==> src/common/dma_cmd_pkg.sv <==
package dma_cmd_pkg;
    // Register byte offsets
    localparam logic [11:0] global_command_offset = 12'h000;
    localparam logic [11:0] global_mode_offset    = 12'h004;
    localparam logic [11:0] global_status_offset  = 12'h008;
    localparam logic [11:0] channel_cfg_offset    = 12'h00c;
    localparam logic [11:0] desc_ptr_offset       = 12'h010;

    // Global command fields
    localparam int action_request_bit     = 0;
    localparam int irq_mask_bit           = 9;
    localparam int tx_poll_lsb            = 10;
    localparam int tx_queue_cfg_lsb       = 24;
    localparam int rx_queue_cfg_lsb       = 28;
    localparam int config_queue_cfg_bit   = 21;
    localparam logic [31:0] command_rw_mask = 32'hff20_0200;
    localparam logic [31:0] command_reset   = 32'h0000_0200;

    // Global mode fields
    localparam int dma_control_select_bit = 0;

    // Global status fields
    localparam int ar_done_bit = 0;
    localparam int ar_fail_bit = 1;

    // Channel configuration: per channel, rx reset, tx reset, rx init, tx init
    localparam int chan_cfg_width = 4;
    localparam int chan_count     = 4;

    // Descriptor layout
    localparam int hold_bit = 31;

    // Action request takes this many cycles to execute
    localparam logic [3:0] ar_exec_cycles = 4'h4;

    typedef enum logic [4:0] {
        tx_run      = 5'b00001,
        tx_fetch_w0 = 5'b00010,
        tx_fetch_w1 = 5'b00100,
        tx_held     = 5'b01000,
        tx_poll     = 5'b10000
    } tx_state_e;
endpackage : dma_cmd_pkg

==> src/hdl/tx_poll_channel.sv <==
`timescale 1ns/10ps
module tx_poll_channel (
    input  wire logic        pclk,
    input  wire logic        presetn,
    input  wire logic        hold_mode,
    input  wire logic        poll_cmd,
    input  wire logic        desc_fetch_start,
    input  wire logic        mem_ack,
    input  wire logic [31:0] mem_rdata,
    output logic             mem_req,
    output logic             mem_word,
    output logic             held,
    output logic             advance,
    output logic [31:0]      next_desc
);
    dma_cmd_pkg::tx_state_e state;
    logic                   hold_seen;
    logic                   fetch_wait;

    always_ff @(posedge pclk or negedge presetn) begin
        if (!presetn) begin
            state     <= dma_cmd_pkg::tx_run;
            hold_seen <= 1'b0;
            next_desc <= 32'h0000_0000;
            advance   <= 1'b0;
        end else begin
            advance <= 1'b0;
            unique case (state)
                dma_cmd_pkg::tx_run: begin
                    if (desc_fetch_start) begin
                        state <= dma_cmd_pkg::tx_fetch_w0;
                    end
                end
                dma_cmd_pkg::tx_fetch_w0, dma_cmd_pkg::tx_poll: begin
                    if (mem_ack) begin
                        hold_seen <= mem_rdata[dma_cmd_pkg::hold_bit];
                        state     <= dma_cmd_pkg::tx_fetch_w1;
                    end
                end
                dma_cmd_pkg::tx_fetch_w1: begin
                    if (mem_ack) begin
                        next_desc <= mem_rdata;
                        if (hold_seen && hold_mode) begin
                            state <= dma_cmd_pkg::tx_held;
                        end else begin
                            advance <= 1'b1;
                            state   <= dma_cmd_pkg::tx_run;
                        end
                    end
                end
                dma_cmd_pkg::tx_held: begin
                    // Poll outside the held state never reaches here
                    if (poll_cmd && hold_mode) begin
                        state <= dma_cmd_pkg::tx_poll;
                    end
                end
            endcase
        end
    end

    // One request per word: a slow memory must not see repeated requests
    always_ff @(posedge pclk or negedge presetn) begin
        if (!presetn) begin
            mem_req    <= 1'b0;
            mem_word   <= 1'b0;
            held       <= 1'b0;
            fetch_wait <= 1'b0;
        end else begin
            mem_req  <= 1'b0;
            mem_word <= 1'b0;
            held     <= (state == dma_cmd_pkg::tx_held);
            if (mem_ack) begin
                fetch_wait <= 1'b0;
            end else if (mem_req) begin
                fetch_wait <= 1'b1;
            end
            if (!mem_req && !fetch_wait) begin
                if (state == dma_cmd_pkg::tx_fetch_w0 || state == dma_cmd_pkg::tx_poll) begin
                    mem_req <= ~mem_ack;
                end else if (state == dma_cmd_pkg::tx_fetch_w1) begin
                    mem_req  <= ~mem_ack;
                    mem_word <= 1'b1;
                end
            end
        end
    end
endmodule : tx_poll_channel

==> src/hdl/dma_global_command_logic.sv <==
// Function
// - Poll bits self-clear; honoured only while mode select bit is zero.
// - Without poll, channel stops when descriptor pause flag is set, only while mode select bit is zero.
// - Poll while paused refetches descriptor words 0 and 1.
// - Cleared pause flag on refetch moves on to next descriptor.
// - Poll to a channel not paused is ignored entirely.
// - Poll bits 13..10 for channels 3..0, reset zero.
// - Action request mask bit 9, read/write, resets to one.
// - Bits 8 to 1 reserved, read zero.
// - Action request bit 0 validates queue and channel command bits.
// - Configuring a queue reads its base and length registers.
// - Action request outcome is reported in global status.
`timescale 1ns/10ps
module dma_global_command_logic (
    input  wire logic        pclk,
    input  wire logic        presetn,
    input  wire logic        psel,
    input  wire logic        penable,
    input  wire logic        pwrite,
    input  wire logic [11:0] paddr,
    input  wire logic [31:0] pwdata,
    output logic [31:0]      prdata,
    output logic             pready,
    output logic             pslverr,
    input  wire logic [3:0]  desc_fetch_start,
    input  wire logic [3:0]  mem_ack,
    input  wire logic [31:0] mem_rdata,
    output logic [3:0]       mem_req,
    output logic [3:0]       mem_word,
    output logic [3:0]       tx_held,
    output logic [3:0]       tx_advance,
    output logic [127:0]     tx_next_desc,
    output logic             queue_cfg_req,
    output logic [8:0]       queue_cfg_sel,
    output logic             chan_cfg_req,
    output logic [15:0]      chan_cfg_cmd,
    input  wire logic        queue_regs_valid,
    output logic             action_request_irq_mask
);
    logic [31:0] global_command_register;
    logic        global_mode_register;
    logic [15:0] channel_configuration_register;
    logic [1:0]  global_status;
    logic [3:0]  poll_pulse;
    logic [3:0]  ar_count;
    logic        ar_busy;
    logic [8:0]  queue_sel;
    logic        wr_en;
    logic        rd_en;
    logic        addr_ok;
    logic        cmd_wr;
    logic        mode_wr;
    logic        status_wr;
    logic        cfg_wr;
    logic        ar_start;
    logic        ar_first;
    logic        ar_last;
    logic        queue_fail;
    logic        hold_mode;
    logic [31:0] held_next [0:3];
    logic [3:0]  held_int;
    logic [3:0]  advance_int;
    logic [3:0]  req_int;
    logic [3:0]  word_int;

    // Single-cycle access, so pready is always high in the access phase
    assign wr_en   = psel && penable && pwrite;
    assign rd_en   = psel && !penable && !pwrite;
    assign addr_ok = paddr == dma_cmd_pkg::global_command_offset ||
                     paddr == dma_cmd_pkg::global_mode_offset ||
                     paddr == dma_cmd_pkg::global_status_offset ||
                     paddr == dma_cmd_pkg::channel_cfg_offset;
    assign queue_sel = {global_command_register[31:28], global_command_register[27:24],
                        global_command_register[dma_cmd_pkg::config_queue_cfg_bit]};

    // One decode per register keeps the write processes short
    assign cmd_wr    = wr_en && paddr == dma_cmd_pkg::global_command_offset;
    assign mode_wr   = wr_en && paddr == dma_cmd_pkg::global_mode_offset;
    assign status_wr = wr_en && paddr == dma_cmd_pkg::global_status_offset;
    assign cfg_wr    = wr_en && paddr == dma_cmd_pkg::channel_cfg_offset;

    // A request written while another runs is dropped, not queued
    assign ar_start = cmd_wr && !ar_busy && pwdata[dma_cmd_pkg::action_request_bit];
    assign ar_first = ar_busy && ar_count == dma_cmd_pkg::ar_exec_cycles;
    assign ar_last  = ar_busy && ar_count == 4'h1;

    // Queue setup without base and length programmed cannot succeed
    assign queue_fail = (|queue_cfg_sel) && !queue_regs_valid;

    // Mode select one turns pause flag and poll requests off together
    assign hold_mode = !global_mode_register;

    // Command register storage
    always_ff @(posedge pclk or negedge presetn) begin
        if (!presetn) begin
            global_command_register <= dma_cmd_pkg::command_reset;
        end else begin
            if (cmd_wr) begin
                global_command_register <= pwdata & dma_cmd_pkg::command_rw_mask;
                // Bit stays up while the request runs, never past its last cycle
                global_command_register[dma_cmd_pkg::action_request_bit] <=
                    ar_start || (ar_busy && !ar_last);
            end else if (ar_last) begin
                global_command_register[dma_cmd_pkg::action_request_bit] <= 1'b0;
            end
        end
    end

    // Poll bits never stored: they pulse for one cycle and read as zero
    always_ff @(posedge pclk or negedge presetn) begin
        if (!presetn) begin
            poll_pulse <= 4'h0;
        end else begin
            poll_pulse <= 4'h0;
            if (cmd_wr && hold_mode) begin
                poll_pulse <= pwdata[dma_cmd_pkg::tx_poll_lsb +: 4];
            end
        end
    end

    // Mode register
    always_ff @(posedge pclk or negedge presetn) begin
        if (!presetn) begin
            global_mode_register <= 1'b0;
        end else if (mode_wr) begin
            global_mode_register <= pwdata[dma_cmd_pkg::dma_control_select_bit];
        end
    end

    // Channel commands, issued again by every action request until rewritten
    always_ff @(posedge pclk or negedge presetn) begin
        if (!presetn) begin
            channel_configuration_register <= 16'h0000;
        end else if (cfg_wr) begin
            channel_configuration_register <= pwdata[15:0];
        end
    end

    // Action request execution
    always_ff @(posedge pclk or negedge presetn) begin
        if (!presetn) begin
            ar_busy       <= 1'b0;
            ar_count      <= 4'h0;
            queue_cfg_req <= 1'b0;
            queue_cfg_sel <= 9'h000;
            chan_cfg_req  <= 1'b0;
            chan_cfg_cmd  <= 16'h0000;
        end else begin
            queue_cfg_req <= 1'b0;
            chan_cfg_req  <= 1'b0;
            if (ar_start) begin
                ar_busy  <= 1'b1;
                ar_count <= dma_cmd_pkg::ar_exec_cycles;
            end else if (ar_busy) begin
                ar_count <= ar_count - 4'h1;
                // First busy cycle already sees the command bits just written
                if (ar_first) begin
                    queue_cfg_req <= |queue_sel;
                    queue_cfg_sel <= queue_sel;
                    chan_cfg_req  <= |channel_configuration_register;
                    chan_cfg_cmd  <= channel_configuration_register;
                end
                if (ar_last) begin
                    ar_busy <= 1'b0;
                end
            end
        end
    end

    // Outcome: fail when a queue is configured without valid base and length
    always_ff @(posedge pclk or negedge presetn) begin
        if (!presetn) begin
            global_status <= 2'b00;
        end else begin
            if (status_wr) begin
                global_status <= global_status & ~pwdata[1:0];
            end
            // Set wins over a clear in the same cycle
            if (ar_last) begin
                if (queue_fail) begin
                    global_status[dma_cmd_pkg::ar_fail_bit] <= 1'b1;
                end else begin
                    global_status[dma_cmd_pkg::ar_done_bit] <= 1'b1;
                end
            end
        end
    end

    // APB response: zero wait states, error flagged with ready on unmapped words
    always_ff @(posedge pclk or negedge presetn) begin
        if (!presetn) begin
            pready  <= 1'b0;
            pslverr <= 1'b0;
        end else begin
            pready  <= psel && !penable;
            pslverr <= psel && !penable && !addr_ok;
        end
    end

    // Read data captured in setup so it stands through the access cycle
    always_ff @(posedge pclk or negedge presetn) begin
        if (!presetn) begin
            prdata <= 32'h0000_0000;
        end else if (rd_en) begin
            unique case (paddr)
                dma_cmd_pkg::global_command_offset: prdata <= global_command_register;
                dma_cmd_pkg::global_mode_offset:    prdata <= {31'h0, global_mode_register};
                dma_cmd_pkg::global_status_offset:  prdata <= {30'h0, global_status};
                dma_cmd_pkg::channel_cfg_offset:
                    prdata <= {16'h0, channel_configuration_register};
                default:                            prdata <= 32'h0000_0000;
            endcase
        end
    end

    // Loaded by the same write as the register bit, so both change together
    always_ff @(posedge pclk or negedge presetn) begin
        if (!presetn) begin
            action_request_irq_mask <= 1'b1;
        end else if (cmd_wr) begin
            action_request_irq_mask <= pwdata[dma_cmd_pkg::irq_mask_bit];
        end
    end

    // Channel 0
    tx_poll_channel u_chan0 (
        .pclk             (pclk),
        .presetn          (presetn),
        .hold_mode        (hold_mode),
        .poll_cmd         (poll_pulse[0]),
        .desc_fetch_start (desc_fetch_start[0]),
        .mem_ack          (mem_ack[0]),
        .mem_rdata        (mem_rdata),
        .mem_req          (req_int[0]),
        .mem_word         (word_int[0]),
        .held             (held_int[0]),
        .advance          (advance_int[0]),
        .next_desc        (held_next[0])
    );

    // Channel 1
    tx_poll_channel u_chan1 (
        .pclk             (pclk),
        .presetn          (presetn),
        .hold_mode        (hold_mode),
        .poll_cmd         (poll_pulse[1]),
        .desc_fetch_start (desc_fetch_start[1]),
        .mem_ack          (mem_ack[1]),
        .mem_rdata        (mem_rdata),
        .mem_req          (req_int[1]),
        .mem_word         (word_int[1]),
        .held             (held_int[1]),
        .advance          (advance_int[1]),
        .next_desc        (held_next[1])
    );

    // Channel 2
    tx_poll_channel u_chan2 (
        .pclk             (pclk),
        .presetn          (presetn),
        .hold_mode        (hold_mode),
        .poll_cmd         (poll_pulse[2]),
        .desc_fetch_start (desc_fetch_start[2]),
        .mem_ack          (mem_ack[2]),
        .mem_rdata        (mem_rdata),
        .mem_req          (req_int[2]),
        .mem_word         (word_int[2]),
        .held             (held_int[2]),
        .advance          (advance_int[2]),
        .next_desc        (held_next[2])
    );

    // Channel 3
    tx_poll_channel u_chan3 (
        .pclk             (pclk),
        .presetn          (presetn),
        .hold_mode        (hold_mode),
        .poll_cmd         (poll_pulse[3]),
        .desc_fetch_start (desc_fetch_start[3]),
        .mem_ack          (mem_ack[3]),
        .mem_rdata        (mem_rdata),
        .mem_req          (req_int[3]),
        .mem_word         (word_int[3]),
        .held             (held_int[3]),
        .advance          (advance_int[3]),
        .next_desc        (held_next[3])
    );

    // Channel outputs are flops inside each channel
    assign tx_next_desc = {held_next[3], held_next[2], held_next[1], held_next[0]};

    assign mem_req    = req_int;
    assign mem_word   = word_int;
    assign tx_held    = held_int;
    assign tx_advance = advance_int;
endmodule : dma_global_command_logic

==> config.mk <==
export PLATFORM = sky130hd
export DESIGN_NAME = dma_global_command_logic
export DESIGN_NICKNAME = d
export VERILOG_FILES = /design/src/common/dma_cmd_pkg.sv /design/src/hdl/tx_poll_channel.sv /design/src/hdl/dma_global_command_logic.sv
export SDC_FILE = /design/constraint.sdc
export NUM_CORES = 1
export LEC_CHECK = 0
export ABC_AREA = 0
export BUFFER_PORTS_ARGS = -buffer_cell sky130_fd_sc_hd__buf_2
export CAP_MARGIN = 20
export CORE_MARGIN = 8
export CORE_UTILIZATION = 41
export DETAILED_ROUTE_END_ITERATION = 7
export PLACE_DENSITY = 0.69
export RECOVER_POWER = 50
export SLEW_MARGIN = 0
export SYNTH_ARGS = -nofsm -noshare
export SYNTH_HDL_FRONTEND = slang
export SYNTH_HIERARCHICAL = 1
export SYNTH_SLANG_ARGS = --single-unit
==> constraint.sdc <==
create_clock -name pclk -period 5.6 [get_ports pclk]
set_input_delay 0 -clock pclk [delete_from_list [all_inputs] [get_ports pclk]]
set_output_delay 0 -clock pclk [all_outputs]
set_load 0.1 [all_outputs]
# Yosys cells after proc, flatten, opt, wreduce, memory -nomap -nowiden
# Index checks and enable logic that the tools add are counted.
# op_classes
addsub,1
eq_ne,41
mux,87
n_bitwise,7
n_reduce_logical,78
# op_table
operator,count
$pmux W32 S4,1
$mux W5,16
$pmux W5 S4,4
$mux W1,57
$logic_and A1 B1 Y1,28
$mux W4,7
$eq A12 B4 Y1 const B,2
$ne A2 B2 Y1 const B,12
$eq A5 B1 Y1 const B,4
$eq A5 B2 Y1 const B,4
$eq A5 B3 Y1 const B,4
$eq A5 B4 Y1 const B,4
$eq A5 B5 Y1 const B,4
$reduce_or A9 Y1,2
$reduce_and A2 Y1,8
$reduce_and A4 Y1,4
$reduce_or A16 Y1,1
$logic_not A1 Y1,15
$eq A12 B3 Y1 const B,1
$logic_not A12 Y1,1
$reduce_bool A2 Y1,6
$logic_or A1 B1 Y1,8
$ne A2 B1 Y1 const B,4
$reduce_or A2 Y1,4
8 further kinds,13
# word_totals
register_bits,273
input_bits,90
out_inout_bits,206
elab_cells,262

# Longest topological paths before layout
# depth
ltp_word,7
mapped_depth,5
depth_no_buf,5

# Modules after synthesis
# The synthesis kept the hierarchy.
# modules_own_cells
mod,n_inst,cells_each,area_per_inst_um2,seq_area_each_um2
tx_poll_channel,4,116,1850.5,1077.3
dma_global_command_logic,1,274,3888.7,2328.5

# Worst setup path before layout
# Ideal clock, no wire load.
# synth_path
kind,input to register
startpoint,input port paddr[9]
endpoint,register channel_configuration_register[0]
setup_ps,125
arrival_time_ps,1657
required_ps,5475
path_slack_ps,3818
cell_stages,5
path_buffers,2
cell_sequence,or4_1 > buf_6 > nor4_4 > buf_6 > mux2_4
# synth_between
elab_chain_cells,2
# synth_lines
element,line,rtl
start: declaration,dma_global_command_logic.sv:20,"input wire logic [11:0] paddr,"
$eq A12 B4 Y1,dma_global_command_logic.sv:80,assign cfg_wr = wr_en && paddr == dma_cmd_pkg::channel_cfg_offset;
$logic_and A1 B1 Y1,dma_global_command_logic.sv:80,
end signal: assignment,dma_global_command_logic.sv:135,channel_configuration_register <= pwdata[15:0];
end: declaration,dma_global_command_logic.sv:42,logic [15:0] channel_configuration_register;
# No other way between the ends.
# A chain may end at the register's enable or synchronous reset.

==> summary by stage <==
Synthesis
The top-area cell type share of the netlist area is 57.6%. After synthesis, the cell types taking the most area are sky130_fd_sc_hd__dfrtp_1 (58%), sky130_fd_sc_hd__mux2_4 (17%), sky130_fd_sc_hd__mux2_2 (5.5%). The number of enable flip-flop cells after synthesis is 0. The average instance area after synthesis is 15.3 sq um. The dominant cell type by area after synthesis is sky130_fd_sc_hd__dfrtp_1. For this run, the register share of the synthesized area comes to 58.8%. The number of flip-flops and latches in the synthesized netlist is ~270. The synthesized netlist cell count is 738. Among all flip-flop cells after synthesis, the most frequent one is sky130_fd_sc_hd__dfrtp_1. The netlist uses 53 different library cells.

Summing every instance area after synthesis gives around 0.011 sq mm. During synthesis, Yosys emitted a total of 6 warnings. The proportion of synthesized flip-flops having asynchronous set or reset is 100%.

Critical path
The class of the most critical setup path is primary input to asynchronous set/reset pin. The launching point of the worst reg2reg path is u_chan0/state[1]. The critical path startpoint category is a primary input.

The largest single stage delay on the critical path is 2.08 ns. The cell depth of the worst flop-to-flop path is 3. The biggest fanout along the worst timing path is 141. In this run the register-to-register setup slack is roughly 3.2 ns.

STA puts the critical path data required time at slightly above 6 ns. The cell family with the largest share of critical-path delay is buffers and inverters. The endpoint identified for the worst register-to-register timing path is u_chan0/next_desc[2]. Walking the worst path, the cells encountered are dlygate4sd3_1 -> clkbuf_2 -> buf_12. The worst path arrival time is ~3.4 ns. The critical path contains buffers and inverters numbering 3 combined. The highest-delay cell along the critical path is sky130_fd_sc_hd__clkbuf_2. The element type at the critical path end is an asynchronous set/reset pin.

Floorplanning
The initial utilization of the core area, before any placement, comes to between 40% and 50%. The region available for standard cell placement spans around 0.027 sq mm. The die span in x is between 150 and 200 um. The die area is between 0.03 and 0.04 sq mm. In this run the count of I/O pins placed on the die edge is 296. In this run the vertical extent of the chip is 182 um. The number of placement rows is 60.

Clock tree
The number of setup buffers added after CTS is 0. TritonCTS created 28 clock buffers. The CTS root buffer is sky130_fd_sc_hd__clkbuf_16. The post-cts sizing count is 0. The level count of the clock H-tree is 1. After clock tree synthesis, the clock-pin slew on the worst setup and hold paths is 0.06 ns. The TritonCTS clock tree is built. For this design, the sink count on the clock tree is 265. Counting along the longest clock path gives a buffer depth of 3. For this design, the CTS-stage hold fixing added 77 buffers. The insertion delay of the later-clocked pin in the worst-skew pair is 0.54 ns.

GRT
The wire length of the first global-routing pass is about 45 mm. The via count of the first global-routing pass is 7974. The largest net degree at the start of global routing is between 100 and 150.

The overall global routing resource usage is 16.6%. The number of antenna violations at the first check in global routing was 1. The total congestion overflow is 0.

Hold path
The end point of the worst hold path is global_status[0]. The startpoint identified for the worst hold timing path is paddr[6]. The worst hold path belongs to the class primary input to flip-flop. The worst hold path depth is 4.

Cells and area
The number of filler instances in the final layout is 2335. The most frequent standard cell in the layout excluding fill and tap cells is sky130_fd_sc_hd__dfrtp_1. Summing all multi-input logic gate instances after layout gives roughly 0.0043 sq mm. The library cells used most frequently in the layout, excluding fill and tap cells, are sky130_fd_sc_hd__dfrtp_1 (260), sky130_fd_sc_hd__clkbuf_1 (205), sky130_fd_sc_hd__mux2_4 (130). In the final design database the tool counted 1187 nets.

From synthesis to final layout, the design area changed by 26.5%. The ratio of cells with drive above 1 in the final layout is between 30 and 40%. Summing all flip-flop and latch instances after layout gives 0.00664 sq mm.

Run status
The run finished, with violations left. The checks that failed: capacitance limit, slew limit.

Timing
The worst pin sits at a relative slew slack of -104%. Setup repair after global routing left no endpoint under its margin. The top achievable clock speed is 356 MHz.

After routing, the total negative slack on setup checks comes to 0 ns. Subtracting the final worst setup slack from the clock period gives 2.81 ns. Setup violations remaining at the end of the flow were counted as 0. At the pin with the least slew margin, the transition time is 3.06 ns. The number of max-slew violations in the final report is 125.

The number of hold-slack violations in the final timing report is 0. The final cycle utilization of the critical path is around half. The worst-case clock skew is 0.0201 ns.

Detailed routing
For this run, the detailed router's first-pass iteration total came to 4. The number of design-rule violations left by the first detailed-router iteration is around 390. The final routed wire length divided by cell count is 19.5 um. After detailed routing, the total wire length is between 20 and 30 mm. The detailed-route vias per instance is ~5.1.

In the routed design, unresolved DRC markers number 0. The overall via count from detail_route is 7404. The detail route stage leaves a number of antenna-violating nets equal to 0.

Placed design
During placement, the flow inserted port buffers numbering approximately 280. The final HPWL from detailed placement is 19.1 mm. At the end of routability-driven placement, the weighted congestion stood at 0.755.

Flow run
The number of maximum-capacitance violations is 1.
-- synthesized netlist by cell type (all sizes together) (5+ instances only) --
library cell  instances
inv                   6
nor3b                 5
and2                  5
and3                  8
clkbuf                7
dfstp                 5
xnor2                 5
a211oi                5
nor2                 33
nand3                 9
o31ai                 7
dfrtp               260
a22o                 23
nand2                21
a21oi                 6
buf                  37
nor4                 17
nand3b                9
mux2                185
o21ai                14
nand4                 5
a32o                  8
nor3                 15
-- registers in the layout, summed over array words and instances (netlist names), 5 cells and up --
signal	count
global_command_register	11
u_chan2/next_desc	32
prdata	25
queue_cfg_sel	9
u_chan3/state	5
u_chan1/state	5
channel_configuration_register	16
u_chan2/state	5
chan_cfg_cmd	16
u_chan0/next_desc	32
u_chan1/next_desc	32
u_chan3/next_desc	32
u_chan0/state	5
-- layer usage --
| layer | GRT usage [%] | up-vias | share of wire (%) |
|---|---|---|---|
| met1 | 22.0 | 3723 | 44 |
| met5 | 0 | - | 0 |
| met4 | 3.84 | 0 | 2.1 |
| li1 | - | 3386 | - |
| met3 | 4.79 | 34 | 8.0 |
| met2 | 26.5 | 261 | 46 |
-- logic make-up (layout without fill, tap and decap cells) --
logic type / Yosys count / after routing / share of synthesized area (%)
buffers and inverters: 50 / 418 / 3.31
other: 1 / 8 / 0.0332
adders and majority gates: 3 / 3 / 0.332
xor gates and xnor gates: 9 / 9 / 0.698
and+or+nand+nor: 151 / 151 / 9.00
muxes: 188 / 188 / 23.1
AOI/OAI and AO/OA: 71 / 71 / 4.69
DFF: 265 / 265 / 58.8
-- worst min-delay path: stages --
cell	delay, ns
sky130_fd_sc_hd__buf_2	0.07
sky130_fd_sc_hd__or4_1	0.34
sky130_fd_sc_hd__nor4_1	0.13
sky130_fd_sc_hd__o22ai_1	0.11
-- how the worst max path moves through the flow --
stage | from | depth (start not counted) | endpoint
finish | presetn | 3 | prdata[24]
global route | presetn | 2 | u_chan0/next_desc[28]
CTS | u_chan0/state[1] | 3 | u_chan0/next_desc[2]
detailed placement | u_chan0/state[1] | 3 | u_chan0/next_desc[2]
global placement | paddr[9] | 5 | global_command_register[9]
floorplan | paddr[9] | 5 | channel_configuration_register[0]
-- area by class of cell --
type                       instances  share of cell area [%]
sequential                       265                    46.5
multi-input combinational        429                    30.0
timing repair buffer             364                    13.9
clock buffer                      39                    5.54
tap                              341                    2.99
clock inverter                     9                   0.972
inverter                           6                   0.158
antenna                            1                  0.0175
-- stage by stage --
stage / hold WS, ns / util [%] / area, sq um / worst slack, ns / std cells
floorplan: -0.296 / - / 11300 / 3.82 / 744
global placement: 0.147 / 47.6 / 12900 / 2.88 / 1327
detailed placement: 0.147 / 47.6 / 12900 / 3.38 / 1328
CTS: 0.123 / 53.9 / 14600 / 3.34 / 1453
global route: 0.188 / 52.9 / 14300 / 2.17 / 1454
finish: 0.175 / 52.9 / 14300 / 2.79 / 1454
Power is not shown: default switching activity piles up to over one toggle a cycle in this logic, so the estimate is an artifact.
